===== config.mk =====
export PLATFORM = sky130hd
export DESIGN_NAME = serial_8b10b_char_codec
export DESIGN_NICKNAME = d
export VERILOG_FILES = /design/src/logic/char_codec_pkg.sv /design/src/logic/serial_8b10b_char_codec.sv /design/src/logic/char_encoder.sv /design/src/logic/char_decoder.sv
export SDC_FILE = /design/constraint.sdc
export NUM_CORES = 1
export LEC_CHECK = 0
export BUFFER_PORTS_ARGS = -buffer_cell sky130_fd_sc_hd__buf_4
export CORE_UTILIZATION = 30
export CTS_CLUSTER_SIZE = 28
export DETAILED_ROUTE_END_ITERATION = 10
export PLACE_DENSITY = 0.53
export SLEW_MARGIN = 20
export SYNTH_ARGS = -nofsm -noshare
export SYNTH_HDL_FRONTEND = slang
export SYNTH_SLANG_ARGS = --single-unit

===== constraint.sdc =====
create_clock -name core_clk -period 24.6 [get_ports core_clk]
set_clock_uncertainty 0.2 [all_clocks]
set_input_delay 3.69 -clock core_clk [delete_from_list [all_inputs] [get_ports core_clk]]
set_output_delay 3.69 -clock core_clk [all_outputs]
set_load 0.05 [all_outputs]

===== src/logic/char_codec_pkg.sv =====
// Package with the 8b/10b code tables, constants and coding functions.
package char_codec_pkg;

    localparam logic RD_INIT = 1'b0;
    localparam int SYNC_N = 3;
    localparam logic [3:0] BIT_LAST = 4'h9;
    localparam logic [1:0] BYTE_LAST = 2'h3;
    localparam int ERR_W = 16;
    localparam logic [ERR_W-1:0] ERR_MAX = 16'hFFFF;
    localparam logic [2:0] HALF6 = 3'h3;
    localparam logic [2:0] HALF4 = 3'h2;
    localparam logic [4:0] K_X = 5'h1C;
    localparam logic [2:0] K_Y_PRIM = 3'h3;
    localparam logic [2:0] K_Y_SYNC = 3'h5;
    localparam logic [5:0] K6_NEG = 6'h0F;
    localparam logic [9:0] K283_NEG = 10'h0F3;
    localparam logic [9:0] K283_POS = 10'h30C;
    localparam logic [9:0] K285_NEG = 10'h0FA;
    localparam logic [9:0] K285_POS = 10'h305;
    localparam logic [3:0] ALT7 = 4'h7;

    // Codes for negative running disparity, bit a in the most significant place.
    localparam logic [5:0] TAB6 [0:31] = '{
        6'h27, 6'h1D, 6'h2D, 6'h31, 6'h35, 6'h29, 6'h19, 6'h38,
        6'h39, 6'h25, 6'h15, 6'h34, 6'h0D, 6'h2C, 6'h1C, 6'h17,
        6'h1B, 6'h23, 6'h13, 6'h32, 6'h0B, 6'h2A, 6'h1A, 6'h3A,
        6'h33, 6'h26, 6'h16, 6'h36, 6'h0E, 6'h2E, 6'h1E, 6'h2B
    };
    localparam logic [3:0] TAB4 [0:7] = '{
        4'hB, 4'h9, 4'h5, 4'hC, 4'hD, 4'hA, 4'h6, 4'hE
    };

    // Disparity at the end of one sub-block, carried into the next one.
    function automatic logic rd_step(input logic rd, input logic [5:0] c, input logic [2:0] half);
        logic [2:0] ones;
        ones = 3'($countones(c));
        if (ones > half) return 1'b1;
        if (ones < half) return 1'b0;
        return rd;
    endfunction

    function automatic logic [5:0] enc6(input logic [4:0] x, input logic rd);
        logic [5:0] c;
        c = TAB6[x];
        if (rd && (($countones(c) != 3) || (x == 5'h07))) c = ~c;
        return c;
    endfunction

    // The alternate code for y = 7 avoids a run of five equal bits across e, i, f.
    function automatic logic [3:0] enc4(input logic [2:0] y, input logic rd, input logic e,
                                        input logic i);
        logic [3:0] c;
        c = TAB4[y];
        if ((y == 3'h7) && ((!rd && e && i) || (rd && !e && !i))) c = ALT7;
        if (rd && (($countones(c) != 2) || (y == 3'h3))) c = ~c;
        return c;
    endfunction

endpackage


===== src/logic/serial_8b10b_char_codec.sv =====
// Top of the character codec: DWORD serializer, deserializer and error counter.
// How it works
// K28.3 opens every non-sync primitive, by disparity.
// K28.5 opens only the lane-sync primitive.
// Only two control characters, only at byte 0.
// Primitive characters follow ordinary disparity rules.
// A control character inverts running disparity.
// Lane-sync primitive leaves disparity unchanged.
// Bits leave as a b c d e i f g h j.
// DWORD bytes leave from byte 0 to 3.
// Frame DWORDs leave in ascending order.
// Wider paths must match byte-serial result.
// Decode only from the current disparity column.
// Unknown character is flagged as code violation.
// Disparity updates even on violating characters.
// Disparity is carried per six and four bit sub-block.
// Same non-neutral sign twice is invalid.
// Errors are counted for link quality.
// Primitive is control byte plus three characters.
// Decoded bytes carry a control or data flag.
`timescale 1ns/1ps
module serial_8b10b_char_codec (
    input wire logic core_clk,
    input wire logic rst_n,
    input wire logic [31:0] tx_dword,
    input wire logic tx_prim,
    input wire logic tx_sync,
    input wire logic tx_valid,
    output logic tx_ready,
    input wire logic link_clk,
    output logic ser_tx,
    input wire logic ser_rx,
    output logic [7:0] rx_byte,
    output logic rx_ctrl,
    output logic [1:0] rx_lane,
    output logic rx_valid,
    output logic rx_viol,
    output logic rx_misplaced,
    output logic [char_codec_pkg::ERR_W-1:0] err_count,
    input wire logic err_clr
);
    import char_codec_pkg::*;

    function automatic logic is_ctrl_code(input logic [9:0] c);
        return (c == K283_NEG) || (c == K283_POS) || (c == K285_NEG) || (c == K285_POS);
    endfunction

    ////////////////////////////////////////////////////////////////////////////////
    // Link clock and receive pin sampling.

    logic [SYNC_N-1:0] lk_sync_r;
    logic [SYNC_N-1:0] rx_sync_r;
    logic lk_lvl_r;
    logic rx_lvl_r;
    logic lk_agree;
    logic lk_rise;
    logic rx_bit;

    assign lk_agree = lk_sync_r[1] == lk_sync_r[2];
    assign lk_rise = lk_agree && lk_sync_r[2] && !lk_lvl_r;
    assign rx_bit = (rx_sync_r[1] == rx_sync_r[2]) ? rx_sync_r[2] : rx_lvl_r;

    always_ff @(posedge core_clk) begin
        if (!rst_n) begin
            lk_sync_r <= '0;
            rx_sync_r <= '0;
            lk_lvl_r <= 1'b0;
            rx_lvl_r <= 1'b0;
        end else begin
            lk_sync_r <= {lk_sync_r[SYNC_N-2:0], link_clk};
            rx_sync_r <= {rx_sync_r[SYNC_N-2:0], ser_rx};
            if (lk_agree) begin
                lk_lvl_r <= lk_sync_r[2];
            end
            rx_lvl_r <= rx_bit;
        end
    end

    ////////////////////////////////////////////////////////////////////////////////
    // Transmit DWORD holding and byte selection.

    logic [31:0] hold_r;
    logic prim_r;
    logic sync_r;
    logic has_r;
    logic [1:0] idx_r;
    logic busy_r;
    logic enc_load;
    logic enc_k;
    logic [7:0] enc_byte;
    logic [9:0] enc_code;
    logic enc_rd;

    assign tx_ready = !has_r;
    assign enc_load = has_r && !busy_r;
    assign enc_k = prim_r && (idx_r == 2'h0);
    assign enc_byte = hold_r[{idx_r, 3'h0} +: 8];

    // DWORDs are sent in the order they are taken, so the link layer sets frame order.
    always_ff @(posedge core_clk) begin
        if (!rst_n) begin
            hold_r <= 32'h0000_0000;
            prim_r <= 1'b0;
            sync_r <= 1'b0;
            has_r <= 1'b0;
            idx_r <= 2'h0;
        end else begin
            if (tx_valid && tx_ready) begin
                hold_r <= tx_dword;
                prim_r <= tx_prim;
                sync_r <= tx_sync && tx_prim;
                has_r <= 1'b1;
            end else if (enc_load) begin
                idx_r <= 2'(idx_r + 2'h1);
                if (idx_r == BYTE_LAST) begin
                    has_r <= 1'b0;
                end
            end
        end
    end

    char_encoder u_enc (
        .core_clk(core_clk),
        .rst_n(rst_n),
        .load(enc_load),
        .byte_in(enc_byte),
        .is_ctrl(enc_k),
        .is_comma(sync_r),
        .code(enc_code),
        .rd(enc_rd)
    );

    ////////////////////////////////////////////////////////////////////////////////
    // Transmit serializer, one character at a time on link clock rises.

    logic ld_shift_r;
    logic [1:0] ld_idx_r;
    logic ld_k_r;
    logic ld_sync_r;
    logic ld_prim_r;
    logic align_rd_r;
    logic active_r;
    logic [9:0] shift_r;
    logic [3:0] bit_cnt_r;
    logic ser_tx_r;

    assign ser_tx = ser_tx_r;

    always_ff @(posedge core_clk) begin
        if (!rst_n) begin
            ld_shift_r <= 1'b0;
            ld_idx_r <= 2'h0;
            ld_k_r <= 1'b0;
            ld_sync_r <= 1'b0;
            ld_prim_r <= 1'b0;
            align_rd_r <= RD_INIT;
        end else begin
            ld_shift_r <= enc_load;
            if (enc_load) begin
                ld_idx_r <= idx_r;
                ld_k_r <= enc_k;
                ld_sync_r <= sync_r;
                ld_prim_r <= prim_r;
                if (enc_k && sync_r) begin
                    align_rd_r <= enc_rd;
                end
            end
        end
    end

    // In a gap between DWORDs the line holds its last bit; no fill character is sent.
    always_ff @(posedge core_clk) begin
        if (!rst_n) begin
            busy_r <= 1'b0;
            active_r <= 1'b0;
            shift_r <= 10'h000;
            bit_cnt_r <= 4'h0;
            ser_tx_r <= 1'b0;
        end else begin
            if (enc_load) begin
                busy_r <= 1'b1;
            end else if (lk_rise && active_r && (bit_cnt_r == BIT_LAST)) begin
                busy_r <= 1'b0;
            end
            if (ld_shift_r) begin
                shift_r <= enc_code;
                active_r <= 1'b1;
                bit_cnt_r <= 4'h0;
            end else if (lk_rise && active_r) begin
                ser_tx_r <= shift_r[9];
                shift_r <= {shift_r[8:0], 1'b0};
                bit_cnt_r <= 4'(bit_cnt_r + 4'h1);
                if (bit_cnt_r == BIT_LAST) begin
                    active_r <= 1'b0;
                end
            end
        end
    end

    ////////////////////////////////////////////////////////////////////////////////
    // Receive deserializer with comma alignment.

    logic [9:0] rx_sh_r;
    logic [9:0] rx_sh_nxt;
    logic [3:0] rx_cnt_r;
    logic rx_lock_r;
    logic dec_go_r;
    logic [9:0] dec_code_r;
    logic comma;
    logic dec_rd;

    assign rx_sh_nxt = {rx_sh_r[8:0], rx_bit};
    assign comma = (rx_sh_nxt == K285_NEG) || (rx_sh_nxt == K285_POS);

    // A comma anywhere realigns; no other pattern can move the character boundary.
    always_ff @(posedge core_clk) begin
        if (!rst_n) begin
            rx_sh_r <= 10'h000;
            rx_cnt_r <= 4'h0;
            rx_lock_r <= 1'b0;
            dec_go_r <= 1'b0;
            dec_code_r <= 10'h000;
        end else begin
            dec_go_r <= 1'b0;
            if (lk_rise) begin
                rx_sh_r <= rx_sh_nxt;
                if (comma || (rx_lock_r && (rx_cnt_r == BIT_LAST))) begin
                    rx_lock_r <= 1'b1;
                    rx_cnt_r <= 4'h0;
                    dec_go_r <= 1'b1;
                    dec_code_r <= rx_sh_nxt;
                end else begin
                    rx_cnt_r <= 4'(rx_cnt_r + 4'h1);
                end
            end
        end
    end

    char_decoder u_dec (
        .core_clk(core_clk),
        .rst_n(rst_n),
        .go(dec_go_r),
        .code(dec_code_r),
        .data(rx_byte),
        .ctrl(rx_ctrl),
        .viol(rx_viol),
        .valid(rx_valid),
        .rd(dec_rd)
    );

    ////////////////////////////////////////////////////////////////////////////////
    // Byte lane tracking and error counting.

    logic [1:0] lane_r;
    logic seen_r;
    logic misplaced_r;
    logic [ERR_W-1:0] err_r;

    assign rx_lane = lane_r;
    assign rx_misplaced = misplaced_r;
    assign err_count = err_r;

    always_ff @(posedge core_clk) begin
        if (!rst_n) begin
            lane_r <= BYTE_LAST;
            seen_r <= 1'b0;
            misplaced_r <= 1'b0;
        end else if (dec_go_r) begin
            if (is_ctrl_code(dec_code_r)) begin
                lane_r <= 2'h0;
                seen_r <= 1'b1;
                misplaced_r <= seen_r && (lane_r != BYTE_LAST);
            end else begin
                lane_r <= 2'(lane_r + 2'h1);
                misplaced_r <= 1'b0;
            end
        end
    end

    // A new error in the clearing cycle is kept, so no event is lost.
    always_ff @(posedge core_clk) begin
        if (!rst_n) begin
            err_r <= '0;
        end else if (rx_valid && (rx_viol || rx_misplaced)) begin
            if (err_clr) begin
                err_r <= 16'h0001;
            end else if (err_r != ERR_MAX) begin
                err_r <= err_r + 16'h0001;
            end
        end else if (err_clr) begin
            err_r <= '0;
        end
    end

    ////////////////////////////////////////////////////////////////////////////////
    // Checks.

    a_k283_code: assert property (@(posedge core_clk) disable iff (!rst_n)
        ld_shift_r && ld_k_r && !ld_sync_r |->
            enc_code == ($past(enc_rd) ? K283_POS : K283_NEG))
        else $error("wrong first-primitive control code");

    a_k285_code: assert property (@(posedge core_clk) disable iff (!rst_n)
        ld_shift_r && ld_k_r && ld_sync_r |->
            enc_code == ($past(enc_rd) ? K285_POS : K285_NEG))
        else $error("wrong comma control code");

    a_ctrl_place: assert property (@(posedge core_clk) disable iff (!rst_n)
        ld_shift_r && ((enc_code[9:4] == K6_NEG) || (enc_code[9:4] == ~K6_NEG)) |->
            (ld_idx_r == 2'h0) && ld_prim_r)
        else $error("control character outside byte 0 of a primitive");

    a_ctrl_flip: assert property (@(posedge core_clk) disable iff (!rst_n)
        ld_shift_r && ld_k_r |-> enc_rd != $past(enc_rd))
        else $error("control character kept running disparity");

    a_align_rd: assert property (@(posedge core_clk) disable iff (!rst_n)
        ld_shift_r && ld_sync_r && (ld_idx_r == BYTE_LAST) |-> enc_rd == align_rd_r)
        else $error("lane-sync primitive changed running disparity");

    a_bit_first: assert property (@(posedge core_clk) disable iff (!rst_n)
        lk_rise && active_r && !ld_shift_r |=> ser_tx == $past(shift_r[9]))
        else $error("serial bit not taken from the head of the character");

    a_tx_steady: assert property (@(posedge core_clk) disable iff (!rst_n)
        !lk_rise |=> $stable(ser_tx))
        else $error("serial output moved without a link clock rise");

    a_rd_subblock: assert property (@(posedge core_clk) disable iff (!rst_n)
        dec_go_r && ($countones(dec_code_r[3:0]) == 3) |=> dec_rd && rx_valid)
        else $error("positive last sub-block did not set disparity");

    a_rd_neg_end: assert property (@(posedge core_clk) disable iff (!rst_n)
        dec_go_r && ($countones(dec_code_r[3:0]) == 1) |=> !dec_rd)
        else $error("negative last sub-block did not clear disparity");

    a_same_sign: assert property (@(posedge core_clk) disable iff (!rst_n)
        dec_go_r && ($countones(dec_code_r[9:4]) == 4) && ($countones(dec_code_r[3:0]) == 3)
            |=> rx_viol)
        else $error("two positive sub-blocks not flagged");

    a_err_count: assert property (@(posedge core_clk) disable iff (!rst_n)
        rx_valid && rx_viol && !err_clr && (err_count != ERR_MAX) |=>
            err_count == $past(err_count) + 16'h0001)
        else $error("violation not counted");

endmodule


===== src/logic/char_encoder.sv =====
// Registered 8b/10b character encoder that keeps the transmit running disparity.
`timescale 1ns/1ps
module char_encoder (
    input wire logic core_clk,
    input wire logic rst_n,
    input wire logic load,
    input wire logic [7:0] byte_in,
    input wire logic is_ctrl,
    input wire logic is_comma,
    output logic [9:0] code,
    output logic rd
);
    import char_codec_pkg::*;

    logic [5:0] c6;
    logic [3:0] c4;
    logic [2:0] y;
    logic rd_mid;
    logic rd_end;

    always_comb begin
        y = is_ctrl ? (is_comma ? K_Y_SYNC : K_Y_PRIM) : byte_in[7:5];
        c6 = is_ctrl ? (rd ? ~K6_NEG : K6_NEG) : enc6(byte_in[4:0], rd);
        rd_mid = rd_step(rd, c6, HALF6);
        c4 = enc4(y, rd_mid, c6[1], c6[0]);
        // A control half follows the disparity at the start of the character, not the mid one.
        if (is_ctrl && is_comma) begin
            c4 = rd ? K285_POS[3:0] : K285_NEG[3:0];
        end else if (is_ctrl) begin
            c4 = rd ? K283_POS[3:0] : K283_NEG[3:0];
        end
        rd_end = rd_step(rd_mid, {2'h0, c4}, HALF4);
    end

    always_ff @(posedge core_clk) begin
        if (!rst_n) begin
            code <= 10'h000;
            rd <= RD_INIT;
        end else if (load) begin
            code <= {c6, c4};
            rd <= rd_end;
        end
    end

endmodule


===== src/logic/char_decoder.sv =====
// Registered 8b/10b character decoder with code violation check and disparity tracking.
`timescale 1ns/1ps
module char_decoder (
    input wire logic core_clk,
    input wire logic rst_n,
    input wire logic go,
    input wire logic [9:0] code,
    output logic [7:0] data,
    output logic ctrl,
    output logic viol,
    output logic valid,
    output logic rd
);
    import char_codec_pkg::*;

    logic [4:0] x;
    logic [2:0] y;
    logic hit6;
    logic hit4;
    logic is_k;
    logic rd_mid;
    logic rd_end;
    logic ok;

    // Searching only the current disparity column also rejects repeated sign.
    always_comb begin
        x = 5'h00;
        y = 3'h0;
        hit6 = 1'b0;
        hit4 = 1'b0;
        is_k = code[9:4] == (rd ? ~K6_NEG : K6_NEG);
        for (int n = 0; n < 32; n++) begin
            if (enc6(5'(n), rd) == code[9:4]) begin
                hit6 = 1'b1;
                x = 5'(n);
            end
        end
        if (is_k) begin
            hit6 = 1'b1;
            x = K_X;
        end
        rd_mid = rd_step(rd, code[9:4], HALF6);
        for (int n = 0; n < 8; n++) begin
            if (enc4(3'(n), rd_mid, code[5], code[4]) == code[3:0]) begin
                hit4 = 1'b1;
                y = 3'(n);
            end
        end
        // Control halves are looked up by the starting disparity, as the encoder makes them.
        if (is_k) begin
            hit4 = 1'b0;
            if (code[3:0] == (rd ? K283_POS[3:0] : K283_NEG[3:0])) begin
                hit4 = 1'b1;
                y = K_Y_PRIM;
            end
            if (code[3:0] == (rd ? K285_POS[3:0] : K285_NEG[3:0])) begin
                hit4 = 1'b1;
                y = K_Y_SYNC;
            end
        end
        rd_end = rd_step(rd_mid, {2'h0, code[3:0]}, HALF4);
        ok = hit6 && hit4 && (!is_k || (y == K_Y_PRIM) || (y == K_Y_SYNC));
    end

    always_ff @(posedge core_clk) begin
        if (!rst_n) begin
            data <= 8'h00;
            ctrl <= 1'b0;
            viol <= 1'b0;
            valid <= 1'b0;
            rd <= RD_INIT;
        end else begin
            valid <= go;
            if (go) begin
                data <= {y, x};
                ctrl <= is_k;
                viol <= !ok;
                rd <= rd_end;
            end
        end
    end

endmodule


[Word level (Yosys, flattened, before mapping)]
Memories as Yosys holds them, arrays and structs flattened.
Index checks and enable logic that the tools add are counted.
Operators by class
  $add $sub $neg: 32
  magnitude comparators: 10
  eq/ne operators: 64
  shift operators: 1
  muxes and demuxes: 170
  bitwise logic cells: 8
  reduce and logical (&&, ||, !) cells: 66
Operators with widths (number)
  $mux W5: 31
  $add A32 B32 Y32: 4
  $mux W6: 20
  $ne A32 B3 Y1 const B: 3
  $eq A6 B6 Y1: 15
  $mux W1: 85
  $mux W16: 4
  $mux W4: 16
  $eq A6 B6 Y1 const A: 9
  $eq A5 B6 Y1 const A: 6
  $add A1 B1 Y2: 17
  $shiftx A32 B6 Y8: 1
  $eq A10 B10 Y1 const B: 3
  $eq A10 B8 Y1 const B: 3
  $mux W3: 9
  $logic_and A1 B1 Y1: 26
  $eq A4 B4 Y1: 6
  $mux W10: 2
  $add A3 B3 Y3: 6
  $eq A4 B6 Y1 const A: 3
  $add A16 B1 Y16 const B: 1
  $ne A16 B16 Y1 const B: 1
  $reduce_and A2 Y1: 8
  $reduce_bool A2 Y1: 7
  25 further kinds: 65
Word-level totals
  register bits: 131
  memory bits (read-only): 224
  input port bits: 40
  memories kept: 2
Memory list
  (no name shown): words 32, width 6, rd ports 1, clocked after memory_dff 0, write ports 0, RTL line char_codec_pkg.sv:44  | c = TAB6[x];
  (no name shown): words 8, width 4, rd ports 1, clocked after memory_dff 0, write ports 0, RTL line char_codec_pkg.sv:53  | c = TAB4[y];

[Longest topological paths before layout]
Gate-level depths: netlist of the first run.
  depth in word-level cells: 42
  mapped depth: 44

[By module]
A second synthesis of the first run with hierarchy kept.
Unflattened totals
  cells, all modules: 997
  area, all modules: 8384.3 um^2
By module, submodules not included
  serial_8b10b_char_codec: instances 1, cells an instance 532, area an instance 4712.0 um^2, seq. area each 2162.1 um^2
  char_decoder: instances 1, cells an instance 259, area an instance 1971.9 um^2, seq. area each 240.2 um^2
  char_encoder: instances 1, cells an instance 206, area an instance 1700.4 um^2, seq. area each 220.2 um^2

[Worst setup path after synthesis of the first run]
No wires, ideal clock.
  kind: register to register
  start: register idx_r[0]
  end: register u_enc.rd
  setup time: 74 ps
  arrival time: 9290 ps
  required time: 24326 ps
  path slack: 15035 ps
  cell stages (with the launch flop): 44
  path buffers: 2
  period minus slack after synthesis: 9565 ps
  cells stage by stage: dfxtp_1 > buf_2 > mux4_2 > inv_1 > ha_1 > inv_1 > o21a_1 > o311ai_0 > and3_1 > ha_1 > fa_1 > ha_1 > nand2_1 > o41ai_4 > xnor2_1 > o21ai_1 > ha_1 > inv_1 > [8 not listed] > nand2_1 > nand2_1 > ha_1 > ha_1 > fa_1 > nand2_1 > o21ai_1 > buf_1 > nand3_1 > a21oi_1 > o211ai_1 > and3_1 > ha_1 > ha_1 > inv_1 > fa_1 > o21bai_1 > a31oi_1
On the way
  elaborated cells between the ends (all ways): 71
  those cells by class: add/sub (16); order compare (4); eq/ne (5); shift (1); mux (23); bitwise (4); reduce/logical (16); memory (2)
RTL lines
  from (decl): RTL line serial_8b10b_char_codec.sv:86  | logic [1:0] idx_r;
  from (signal assigned): RTL line serial_8b10b_char_codec.sv:114  | idx_r <= 2'(idx_r + 2'h1);
  $shiftx A32 B6 Y8: RTL line serial_8b10b_char_codec.sv:97  | assign enc_byte = hold_r[{idx_r, 3'h0} +: 8];
  $not A5 Y6 (implied by the code): RTL line char_codec_pkg.sv:44
  $mem_v2 Z32 W6
  $mux W6 (implied by the code) (2 in series): RTL line char_codec_pkg.sv:44
  $add A1 B1 Y2 (implied by the code): RTL line char_codec_pkg.sv:45  | if (rd && (($countones(c) != 3) || (x == 5'h07))) c = ~c;
  $add A32 B32 Y32 (implied by the code) (2 in series): RTL line char_codec_pkg.sv:45
  $ne A32 B3 Y1: RTL line char_codec_pkg.sv:45
  $logic_or A1 B1 Y1: RTL line char_codec_pkg.sv:45
  [3 not listed]
  via u_enc.c6[4]: RTL line char_encoder.sv:15  | logic [5:0] c6;
  [20 not listed]
  $mux W4 (*): RTL line char_encoder.sv:27  | if (is_ctrl && is_comma) begin
  via u_enc.c4[0]: RTL line char_encoder.sv:16  | logic [3:0] c4;
  $add A1 B1 Y2 (implied by the code) (*): RTL line char_codec_pkg.sv:36  | ones = 3'($countones(c));
  $add A3 B3 Y3 (implied by the code) (*): RTL line char_codec_pkg.sv:36
  $lt A3 B2 Y1: RTL line char_codec_pkg.sv:38  | if (ones < half) return 1'b0;
  $mux W1 (2 in series): RTL line char_codec_pkg.sv:38
  $mux W1: RTL line char_codec_pkg.sv:39  | return rd;
  $mux W1 (*): RTL line char_codec_pkg.sv:38
  to (signal assigned): RTL line char_encoder.sv:41  | rd <= rd_end;
  to (decl): RTL line char_encoder.sv:11  | output logic rd
Mark *: on every way through the listed nets, which the timed path passes. The rest lies on a longest branch. The select of a mux whose other input is x is not followed.
A chain may end at the register's enable or synchronous reset.

[Worst setup path after layout of the first run]
  start: register idx_r[0]
  end: register u_enc.rd
On the way
  cells in the longest elaborated chain, start to end: 42
  elaborated cells between the ends (all ways): 71
  those cells by class: add/sub (16); order compare (4); eq/ne (5); shift (1); mux (23); bitwise (4); reduce/logical (16); memory (2)
RTL lines (RTL line)
  $shiftx A32 B6 Y8: serial_8b10b_char_codec.sv:97
  $not A5 Y6 (implied by the code): char_codec_pkg.sv:44
  $mem_v2 Z32 W6
  $mux W6 (implied by the code) (2 in series): char_codec_pkg.sv:44
  $add A1 B1 Y2 (implied by the code): char_codec_pkg.sv:45
  $add A32 B32 Y32 (implied by the code) (2 in series): char_codec_pkg.sv:45
  $ne A32 B3 Y1: char_codec_pkg.sv:45
  $logic_or A1 B1 Y1: char_codec_pkg.sv:45
  [3 not listed]
  via u_enc.c6[2]: char_encoder.sv:15
  [21 not listed]
  $mux W4 (*): char_encoder.sv:27
  via u_enc.c4[0]: char_encoder.sv:16
  $add A1 B1 Y2 (implied by the code) (*): char_codec_pkg.sv:36
  $add A3 B3 Y3 (implied by the code) (*): char_codec_pkg.sv:36
  $lt A3 B2 Y1: char_codec_pkg.sv:38
  $mux W1 (2 in series): char_codec_pkg.sv:38
  $mux W1: char_codec_pkg.sv:39
  $mux W1 (*): char_codec_pkg.sv:38
Marked as above.

==> run_results.csv, run 1 <==
group,metric,value,unit
status,status,"finished clean",
cts,clk_pin_slew_worst_paths,0.06,ns
timing,worstMarginPinSlew,0.8457,ns
routing,drcViolationCount,0,
timing,post-route-period-util,0.4388,
job,cap_violations,0,
routing,initialDrtViolationCount,401,
logic_synthesis,synth_common_cells,"nand2_1 (187), dfxtp_1 (131), a21oi_1 (110)",
worst_setup_path,slowest_stage,"dfxtp_1",
die,rows,58,
final_layout,syn_to_final_growth,16.57,%
final_layout,fin_nets,1139,
pwr,p_seq_frac,0.314,
logic_synthesis,syn_area,0.007839,mm^2
worst_setup_path,crit_path_start_kind,"flip-flop",
die,die_h,163.6,um
place,place_area,0.008616,mm^2
logic_synthesis,synthTopCellsByArea,"dfxtp_1 (33%), nand2_1 (9.0%), ha_1 (8.3%)",
cts,h-tree-depth,4,
timing,maxSlewHeadroom,0.4344,
worst_setup_path,critical-path-max-stage-delay,0.85,ns
logic_synthesis,synth_seq_cells,131,
timing,hold_violations,0,
cts,cts.repair.resized,0,
logic_synthesis,synth_most_common_cell,"nand2_1",
timing,finalSetupViolCount,0,
logic_synthesis,ys_dominant_reg_cell,"dfxtp_1",
routing,wirelength,19080,um
logic_synthesis,syn_area_per_cell,7.870,um^2
place,place_hpwl,13500,um
worst_setup_path,rr_endpoint,"u_enc.rd",
cts,post_cts_buffers,0,
pwr,sw_frac_of_total,0.3474,
worst_setup_path,cp_common_cell,"ha_1",
pwr,combPwrFrac,0.373,
cts,cts_buffers,17,
die,coreArea,0.02540,mm^2
worst_setup_path,cp.buffers_inverters,5,
timing,fin_ws,13.80,ns
global_routing,grt_pass1_wl,32010,um
die,fp.dieArea,0.02678,mm^2
worst_setup_path,setup.worst_path.start,"idx_r[0]",
worst_setup_path,critical_path.top_delay_family,"adder cells",
timing,slew_violations,0,
routing,num_vias,6870,
final_layout,antenna_cells,0,
worst_setup_path,endpoint,"u_enc.rd",
global_routing,grt.total_usage,0.1484,
logic_synthesis,synth_top_area_share,0.3346,
cts,cts-root-buf,"clkbuf_16",
worst_setup_path,cp.required,24.74,ns
logic_synthesis,yosysWarnings,0,
pwr,ir_drop,0.05609,mV
die,io_pins,72,
logic_synthesis,ys_seq_area_frac,0.3346,
pwr,p_per_area,79.77,mW/mm^2
final_layout,final_layout_size_suffix_gt1_frac,0.1114,
worst_setup_path,r2r-start,"idx_r[0]",
logic_synthesis,synthCells,996,
logic_synthesis,yosysTopAreaCell,"dfxtp_1",
timing,grt_setup_unrepaired,"no",
place,place_congestion,0.8446,
global_routing,antenna_found_initial,0,
worst_setup_path,cp_max_fo,14,
place,place_ws,13.77,ns
cts,hold_buffers,0,
global_routing,grt_max_degree,60,
final_layout,stdcell_area,0.009138,mm^2
routing,ant_nets,0,
timing,holdWs,0.2339,ns
cts,clock-sinks,131,
pwr,cellLeakagePower,3.606,nW
timing,fmax,0.09263,GHz
die,die_w,163.6,um
die,start_util,0.3086,
pwr,p_total,728.9,uW
logic_synthesis,synth_cell_types,66,
pwr,clkPwrFrac,0.312,
global_routing,grt_pass1_vias,6360,
routing,dr.pass1.iters,5,
routing,wl_per_cell,13.83,um
logic_synthesis,synth_nets,1097,
logic_synthesis,synth-async-reset-ratio,0,
worst_setup_path,worst-setup-path-type,"reg -> reg",
logic_synthesis,synth_enable_flop_cells,0,
pwr,internal-power,475.7,uW
timing,period_minus_slack,10.80,ns
place,io_buffers,71,
hold_path,hp-class,"reg -> reg",
pwr,p_switching,253.2,uW
worst_setup_path,rr_worst_depth,41,
cts,clk_latency,0.43,ns
timing,setup_tns,0,ns
worst_setup_path,worstSetupPathDepth,41,
global_routing,gr-total-overflow,0,
cts,clk_path_buf_depth,2,
worst_setup_path,arrival,10.93,ns
routing,via_per_inst,4.978,
worst_setup_path,reg2reg_slack,13.80,ns
worst_setup_path,end_kind,"flip-flop",
cts,cts_tree,"done",
==> per-stage QoR <==
step	util	instances
2_1_floorplan	-	996
3_3_place_gp	0.3392	1349
3_5_place_dp	0.3392	1349
4_1_cts	0.3596	1380
5_1_grt	0.3598	1380
6_report	0.3598	1380
==> worst register-to-register path, delay by kind of cell, from the launching register on <==
| kind | cells | cell delay (ns) |
|---|---|---|
| compound gates | 10 | 2.68 |
| xor+xnor | 3 | 0.50 |
| fa+ha+maj | 13 | 3.92 |
| buf+inv | 5 | 0.42 |
| flops | 1 | 0.85 |
| mux | 2 | 1.08 |
| simple gates | 8 | 1.08 |
==> cells in the final DEF (no fill, tap or decap), types with 5 or more instances in the layout <==
cell type	netlist	final
a21o_1	6	6
a21oi_1	110	110
a22oi_1	7	7
a31oi_1	18	18
and2_1	17	17
and3_1	6	6
buf_4	0	74
clkbuf_1	42	6
clkbuf_16	0	17
dfxtp_1	131	131
fa_1	9	9
ha_1	52	52
inv_1	43	42
mux2i_1	27	27
mux4_2	8	8
nand2_1	187	186
nand2b_1	15	15
nand3_1	27	27
nand3b_1	5	5
nand4_1	9	9
nor2_1	84	83
nor2b_1	10	9
nor3_1	17	17
o211ai_1	5	5
o21a_1	6	6
o21ai_0	27	27
o21ai_1	18	18
o22ai_1	5	5
xnor2_1	13	13
xor2_1	16	16
==> how the worst min path moves through the flow <==
stage	slack [ns]	from	end	cells past startpoint
global route	0.25	rx_sync_r[0]	rx_sync_r[1]	1
global placement	0.22	lk_sync_r[0]	lk_sync_r[1]	1
finish	0.23	lk_sync_r[0]	lk_sync_r[1]	1
detailed placement	0.22	rx_sync_r[0]	rx_sync_r[1]	1
CTS	0.23	rx_sync_r[0]	rx_sync_r[1]	1
floorplan	0.21	lk_sync_r[0]	lk_sync_r[1]	1
==> sequential cells by signal (all words and copies together), names as in the netlist, 4 cells and up <==
signal / flops
bit_cnt_r: 4
dec_code_r: 10
err_count: 16
hold_r: 32
rx_cnt_r: 4
rx_sh_r: 9
shift_r: 10
u_dec.data: 8
u_enc.code: 10
==> area by class of cell <==
class | instances | area, um^2
fill | 2674 | 16260
tap | 330 | 412.9
sequential | 131 | 2623
inverter | 44 | 165.2
multi-input combinational | 770 | 4865
clock inverter | 5 | 27.53
clock buffer | 26 | 489.2
timing repair buffer | 74 | 555.5
==> power groups by stage <==
stage	clock, mW	combinational, mW	sequential [mW]
after detailed placement	0	0.274	0.234
after floorplan	0	0.222	0.229
after global placement	0	0.264	0.234
after global routing	0.243	0.314	0.231
final	0.228	0.272	0.229
after CTS	0.234	0.277	0.229
==> cells by family (layout without fill, tap and decap cells) <==
group / count (synthesis) / after routing / synth area share
compound gates: 239 / 239 / 0.1837
xor+xnor: 29 / 29 / 0.03240
fa+ha+maj: 63 / 63 / 0.1085
buf+inv: 95 / 149 / 0.04581
flops: 131 / 131 / 0.3346
mux: 41 / 41 / 0.06608
simple gates: 398 / 398 / 0.2289
==> per-layer routing <==
layer	global-route usage	wire, um
met2	0.2257	8379
met1	0.2087	9714
met3	0.03047	771
met5	0	0
met4	0.04461	216
Note: power is estimated with default switching activity, not from simulation.
==> inputs of run 2 (changes only) <==
==> constraint.sdc (replaced) <==
create_clock -name core_clk -period 10.7 [get_ports core_clk]
set_clock_uncertainty 0.2 [all_clocks]
set_input_delay 1.605 -clock core_clk [delete_from_list [all_inputs] [get_ports core_clk]]
set_output_delay 1.605 -clock core_clk [all_outputs]
set_load 0.05 [all_outputs]
==> run 2 against run 1 <==
Total power up 150%. Global-route usage shrank 0.15 points. Register-to-register slack worse by 13 ns. Die area stayed put. Via count rose by 1.6%. Sequential share of layout area decreased by 0.39 points. Setup slack lost 13 ns. Routed wire length is 0.54% lower. Sequential power up 130%. Critical path depth increased by 1. Non-clock buffer count grew 3. Critical path type unchanged.
==> run_results.csv, run 2 (same netlist as run 1, synthesis figures left out) <==
group,metric,value,unit
routing,num_vias,6977,
global_routing,gr-total-overflow,0,
routing,wirelength,18980,um
worst_setup_path,arrival,10.16,ns
global_routing,met1_usage,0.2015,
timing,fmax,0.09976,GHz
worst_setup_path,end_kind,"flip-flop",
cts,hold_buffers,0,
timing,finalSetupViolCount,0,
timing,hold_violations,0,
timing,worstMarginPinSlew,0.9213,ns
pwr,p_per_area,193.2,mW/mm^2
die,rows,58,
die,die_h,163.6,um
routing,via_per_inst,5.041,
timing,maxSlewHeadroom,0.3858,
hold_path,hp-class,"reg -> reg",
worst_setup_path,slowest_stage,"mux4_2",
timing,slew_violations,0,
pwr,ir_drop,0.1393,mV
cts,cts_tree,"done",
routing,dr.pass1.iters,5,
cts,clk_path_buf_depth,2,
place,place_congestion,0.8572,
global_routing,grt_max_degree,86,
timing,grt_setup_unrepaired,"no",
final_layout,num-fill-cells,2708,
pwr,p_total,1.790,mW
cts,cts_buffers,17,
pwr,cellLeakagePower,3.664,nW
final_layout,largest-register,"hold_r",
final_layout,layout.cells.most_common,"nand2_1",
cts,h-tree-depth,4,
routing,initialDrtViolationCount,448,
routing,drcViolationCount,0,
cts,cts-root-buf,"clkbuf_16",
status,status,"finished clean",
worst_setup_path,cp_max_fo,11,
place,place_hpwl,13590,um
global_routing,grt.total_usage,0.1469,
die,coreArea,0.02540,mm^2
global_routing,antenna_found_initial,0,
die,start_util,0.3086,
final_layout,largest_reg_flops,32,
global_routing,grt-busiest-layer,"met2",
cts,clk_latency,0.42,ns
worst_setup_path,cp_common_cell,"ha_1",
worst_setup_path,worst-setup-path-type,"reg -> reg",
timing,period_minus_slack,10.02,ns
cts,clk_pin_slew_worst_paths,0.05,ns
final_layout,antenna_cells,0,
die,io_pins,72,
job,cap_violations,0,
global_routing,use_met2,0.2336,
timing,post-route-period-util,0.9368,
global_routing,grt_pass1_wl,32060,um
routing,ant_nets,0,
final_layout,syn_to_final_growth,18.16,%
place,io_buffers,71,
worst_setup_path,critical-path-max-stage-delay,0.62,ns
final_layout,fin_nets,1142,
die,fp.dieArea,0.02678,mm^2
final_layout,final_layout_size_suffix_gt1_frac,0.1195,
worst_setup_path,crit_path_start_kind,"flip-flop",
global_routing,grt_pass1_vias,6527,
worst_setup_path,cp.required,10.84,ns
timing,setup_tns,0,ns
die,die_w,163.6,um
global_routing,grt_use_met3,0.02768,
routing,wl_per_cell,13.71,um
final_layout,final_cell_mix,"nand2_1 (186), dfxtp_1 (131), a21oi_1 (110)",
cts,clock-sinks,131,
run 2: cell types whose count changed in the layout (fill, tap and decap cells not counted), sizes merged:
cell | previous run | this run
clkbuf | 26 | 23
bufinv | 0 | 3
buf | 74 | 77
inv | 43 | 44
run 2: cell type report:
class	count	area, um^2	area share
Inverter	44	165.2	0.01783
Clock inverter	9	126.4	0.01364
Timing Repair Buffer	77	578.1	0.06241
Multi-Input combinational cell	770	4880	0.5268
Clock buffer	23	478.0	0.05160
Tap cell	330	412.9	0.04458
Sequential cell	131	2623	0.2831
run 2: what timing repair did:
action                                  CTS  global route
buffers inserted                          0             2
resized for setup                         0             3
endpoints found under the setup margin    0             1
run 2: report_power, final:
group,internal [mW],leakage [nW],switching (mW),total (mW)
sequential,0.508,1.06,0.0168,0.525
clock,0.384,0.297,0.213,0.597
combinational,0.295,2.30,0.372,0.667
run 2: worst paths after layout:
| check | from | end | slack [ns] | depth (start not counted) |
|---|---|---|---|---|
| hold / removal | lk_sync_r[0] | lk_sync_r[1] | 0.23 | 1 |
| setup / recovery | idx_r[0] | u_enc.rd | 0.68 | 42 |
| setup reg to reg | idx_r[0] | u_enc.rd | 0.68 | 42 |
| hold reg to reg | lk_sync_r[0] | lk_sync_r[1] | 0.23 | 1 |
run 2: routing by layer:
metal  up-vias  share of wire
li1       3553              -
met1      3261           0.50
met2       147           0.45
met3        16          0.044
met4         0         0.0081
met5         -              0
run 2: metrics by stage:
stage | hold WS (ns) | utilization | area, um^2 | setup slack [ns] | std cells
2_1_floorplan | 0.2119 | - | 7839 | 1.135 | 996
3_3_place_gp | 0.2145 | 0.3395 | 8623 | 0.7126 | 1350
3_5_place_dp | 0.2179 | 0.3395 | 8623 | 0.4687 | 1350
4_1_cts | 0.2309 | 0.3633 | 9228 | 0.4555 | 1382
5_1_grt | 0.2375 | 0.3647 | 9263 | 0.007387 | 1384
6_report | 0.2288 | 0.3647 | 9263 | 0.6757 | 1384
run 2: critical path, delay by kind of cell (launching register included):
kind                     cells  cell delay (ns)
adder cells (fa/ha/maj)     13             3.89
multiplexers                 2             0.97
AO/OA/AOI/OAI               10             2.17
flip-flops                   1             0.47
XOR/XNOR                     3             0.47
AND/OR/NAND/NOR              8             1.13
buffers and inverters        6             0.66
==> inputs of run 3 (changes only) <==
--- a/config.mk
+++ b/config.mk
@@ -6,10 +6,12 @@
 export NUM_CORES = 1
 export LEC_CHECK = 0
 export BUFFER_PORTS_ARGS = -buffer_cell sky130_fd_sc_hd__buf_4
+export CELL_PAD_IN_SITES_DETAIL_PLACEMENT = 1
+export CELL_PAD_IN_SITES_GLOBAL_PLACEMENT = 1
 export CORE_UTILIZATION = 30
 export CTS_CLUSTER_SIZE = 28
 export DETAILED_ROUTE_END_ITERATION = 10
-export PLACE_DENSITY = 0.53
+export PLACE_DENSITY = 0.65
 export SLEW_MARGIN = 20
 export SYNTH_ARGS = -nofsm -noshare
 export SYNTH_HDL_FRONTEND = slang
==> run 3 against run 2 <==
Core utilization rose by 0.24 points. Global-route usage grew 1.8 points. Total power is 3.3% higher. Flip-flop and latch count unchanged. Register-to-register slack improved by 0.03 ns. Critical path type unchanged. First-iteration DRC count fell by 14%. Largest power group unchanged. Largest cell class unchanged.
==> run_results.csv, run 3 (same netlist as run 1, synthesis figures left out) <==
group,metric,value,unit
status,status,"finished clean",
timing,maxSlewHeadroom,0.4214,
worst_setup_path,end_kind,"flip-flop",
pwr,p_seq_frac,0.284,
routing,wirelength,21200,um
place,place_ws,0.3574,ns
cts,clock-sinks,131,
timing,finalSetupViolCount,0,
die,coreArea,0.02540,mm^2
job,cap_violations,0,
global_routing,grt_max_degree,82,
timing,fin_ws,0.7074,ns
final_layout,largest_reg_flops,32,
routing,wl_per_cell,15.32,um
routing,ant_nets,0,
global_routing,grt-busiest-layer,"met2",
die,fp.dieArea,0.02678,mm^2
worst_setup_path,arrival,10.13,ns
global_routing,met1_usage,0.2115,
final_layout,syn_to_final_growth,18.93,%
cts,hold_buffers,0,
pwr,cellLeakagePower,3.689,nW
cts,h-tree-depth,4,
final_layout,final_cell_mix,"nand2_1 (186), dfxtp_1 (131), a21oi_1 (110)",
place,place_hpwl,15390,um
worst_setup_path,worst-setup-path-type,"reg -> reg",
timing,period_minus_slack,9.993,ns
final_layout,layout.cells.most_common,"nand2_1",
timing,hold_violations,0,
place,io_buffers,71,
worst_setup_path,critical-path-max-stage-delay,0.62,ns
final_layout,largest-register,"hold_r",
cts,clk_pin_slew_worst_paths,0.06,ns
pwr,ir_drop,0.1490,mV
global_routing,grt_use_met3,0.02844,
worst_setup_path,critical_path.top_delay_family,"adder cells",
die,rows,58,
place,place_congestion,0.8081,
worst_setup_path,cp.required,10.84,ns
final_layout,antenna_cells,0,
final_layout,finalNonFillerCells,1384,
timing,worstMarginPinSlew,0.8652,ns
pwr,sw_frac_of_total,0.3341,
routing,initialDrtViolationCount,384,
worst_setup_path,slowest_stage,"mux4_2",
place,dpl.cell_count,1351,
timing,slew_violations,0,
pwr,clkPwrFrac,0.358,
hold_path,hp-class,"reg -> reg",
pwr,p_switching,617.8,uW
pwr,internal-power,1.231,mW
timing,fmax,0.1001,GHz
global_routing,grt.total_usage,0.1649,
die,io_pins,72,
final_layout,fin_nets,1143,
pwr,p_per_area,198.3,mW/mm^2
timing,post-route-period-util,0.9339,
worst_setup_path,reg2reg_slack,0.71,ns
die,die_h,163.6,um
cts,clk_latency,0.43,ns
routing,drcViolationCount,0,
worst_setup_path,crit_path_start_kind,"flip-flop",
global_routing,grt_pass1_vias,7212,
die,start_util,0.3086,
routing,num_vias,7037,
cts,cts_tree,"done",
global_routing,use_met2,0.2820,
die,die_w,163.6,um
routing,via_per_inst,5.085,
global_routing,grt_pass1_wl,35760,um
worst_setup_path,cp_max_fo,11,
cts,cts_buffers,17,
cts,clk_path_buf_depth,2,
pwr,combPwrFrac,0.358,
cts,cts-root-buf,"clkbuf_16",
worst_setup_path,cp_common_cell,"ha_1",
final_layout,final_layout_size_suffix_gt1_frac,0.1214,
worst_setup_path,cp.buffers_inverters,6,
routing,dr.pass1.iters,4,
global_routing,antenna_found_initial,0,
pwr,p_total,1.849,mW
global_routing,gr-total-overflow,0,
==> run 3: cell types whose count changed in the layout (fill, tap and decap cells not counted) <==
cell,previous run,this run
bufinv_16,3,6
clkbuf_1,3,0
clkbuf_8,3,0
clkinvlp_4,1,3
buf_4,77,78
clkinv_2,4,3
clkinv_4,0,1
mux2i_1,26,27
mux2i_2,1,0
==> run 3: power by group through the flow <==
stage               logic, mW  registers, mW  clock network [mW]
floorplan               0.510          0.526                   0
global placement        0.615          0.535                   0
detailed placement      0.649          0.535                   0
CTS                     0.655          0.525               0.680
global route            0.769          0.527               0.697
finish                  0.662          0.525               0.662
==> run 3: repair_timing <==
item,4_1_cts,5_1_grt
setup endpoints to repair,0,1
gates resized for setup,0,2
buffers inserted,0,2
==> run 3: path summary, 6_finish.rpt <==
path | start | to | depth (start not counted)
setup / recovery | idx_r[0] | u_enc.rd | 42
hold / removal | rx_sync_r[0] | rx_sync_r[1] | 1
setup reg to reg | idx_r[0] | u_enc.rd | 42
hold reg to reg | rx_sync_r[0] | rx_sync_r[1] | 1
==> run 3: area by class of cell <==
cell class                 count  area (um^2)
clock buffer                  17        425.4
multi-input combinational    770         4876
tap                          330        412.9
inverter                      44        165.2
clock inverter                14        235.2
fill                        3076        16080
timing repair buffer          78        585.6
sequential                   131         2623
==> run 3: metal layers <==
metal  share of wire  vias to the layer above
li1                -                     3546
met1            0.50                     3353
met2            0.46                      116
met3           0.029                       22
met4           0.011                        0
met5               0                        -
==> run 3: stage by stage <==
step	instance area, um^2	utilization	setup TNS (ns)	hold WS [ns]
floorplan	7839	-	0	0.2119
global placement	8631	0.3398	0	0.2127
detailed placement	8633	0.3399	0	0.2252
CTS	9294	0.3659	0	0.2387
global route	9323	0.3670	-0.007109	0.2490
finish	9323	0.3670	0	0.2330
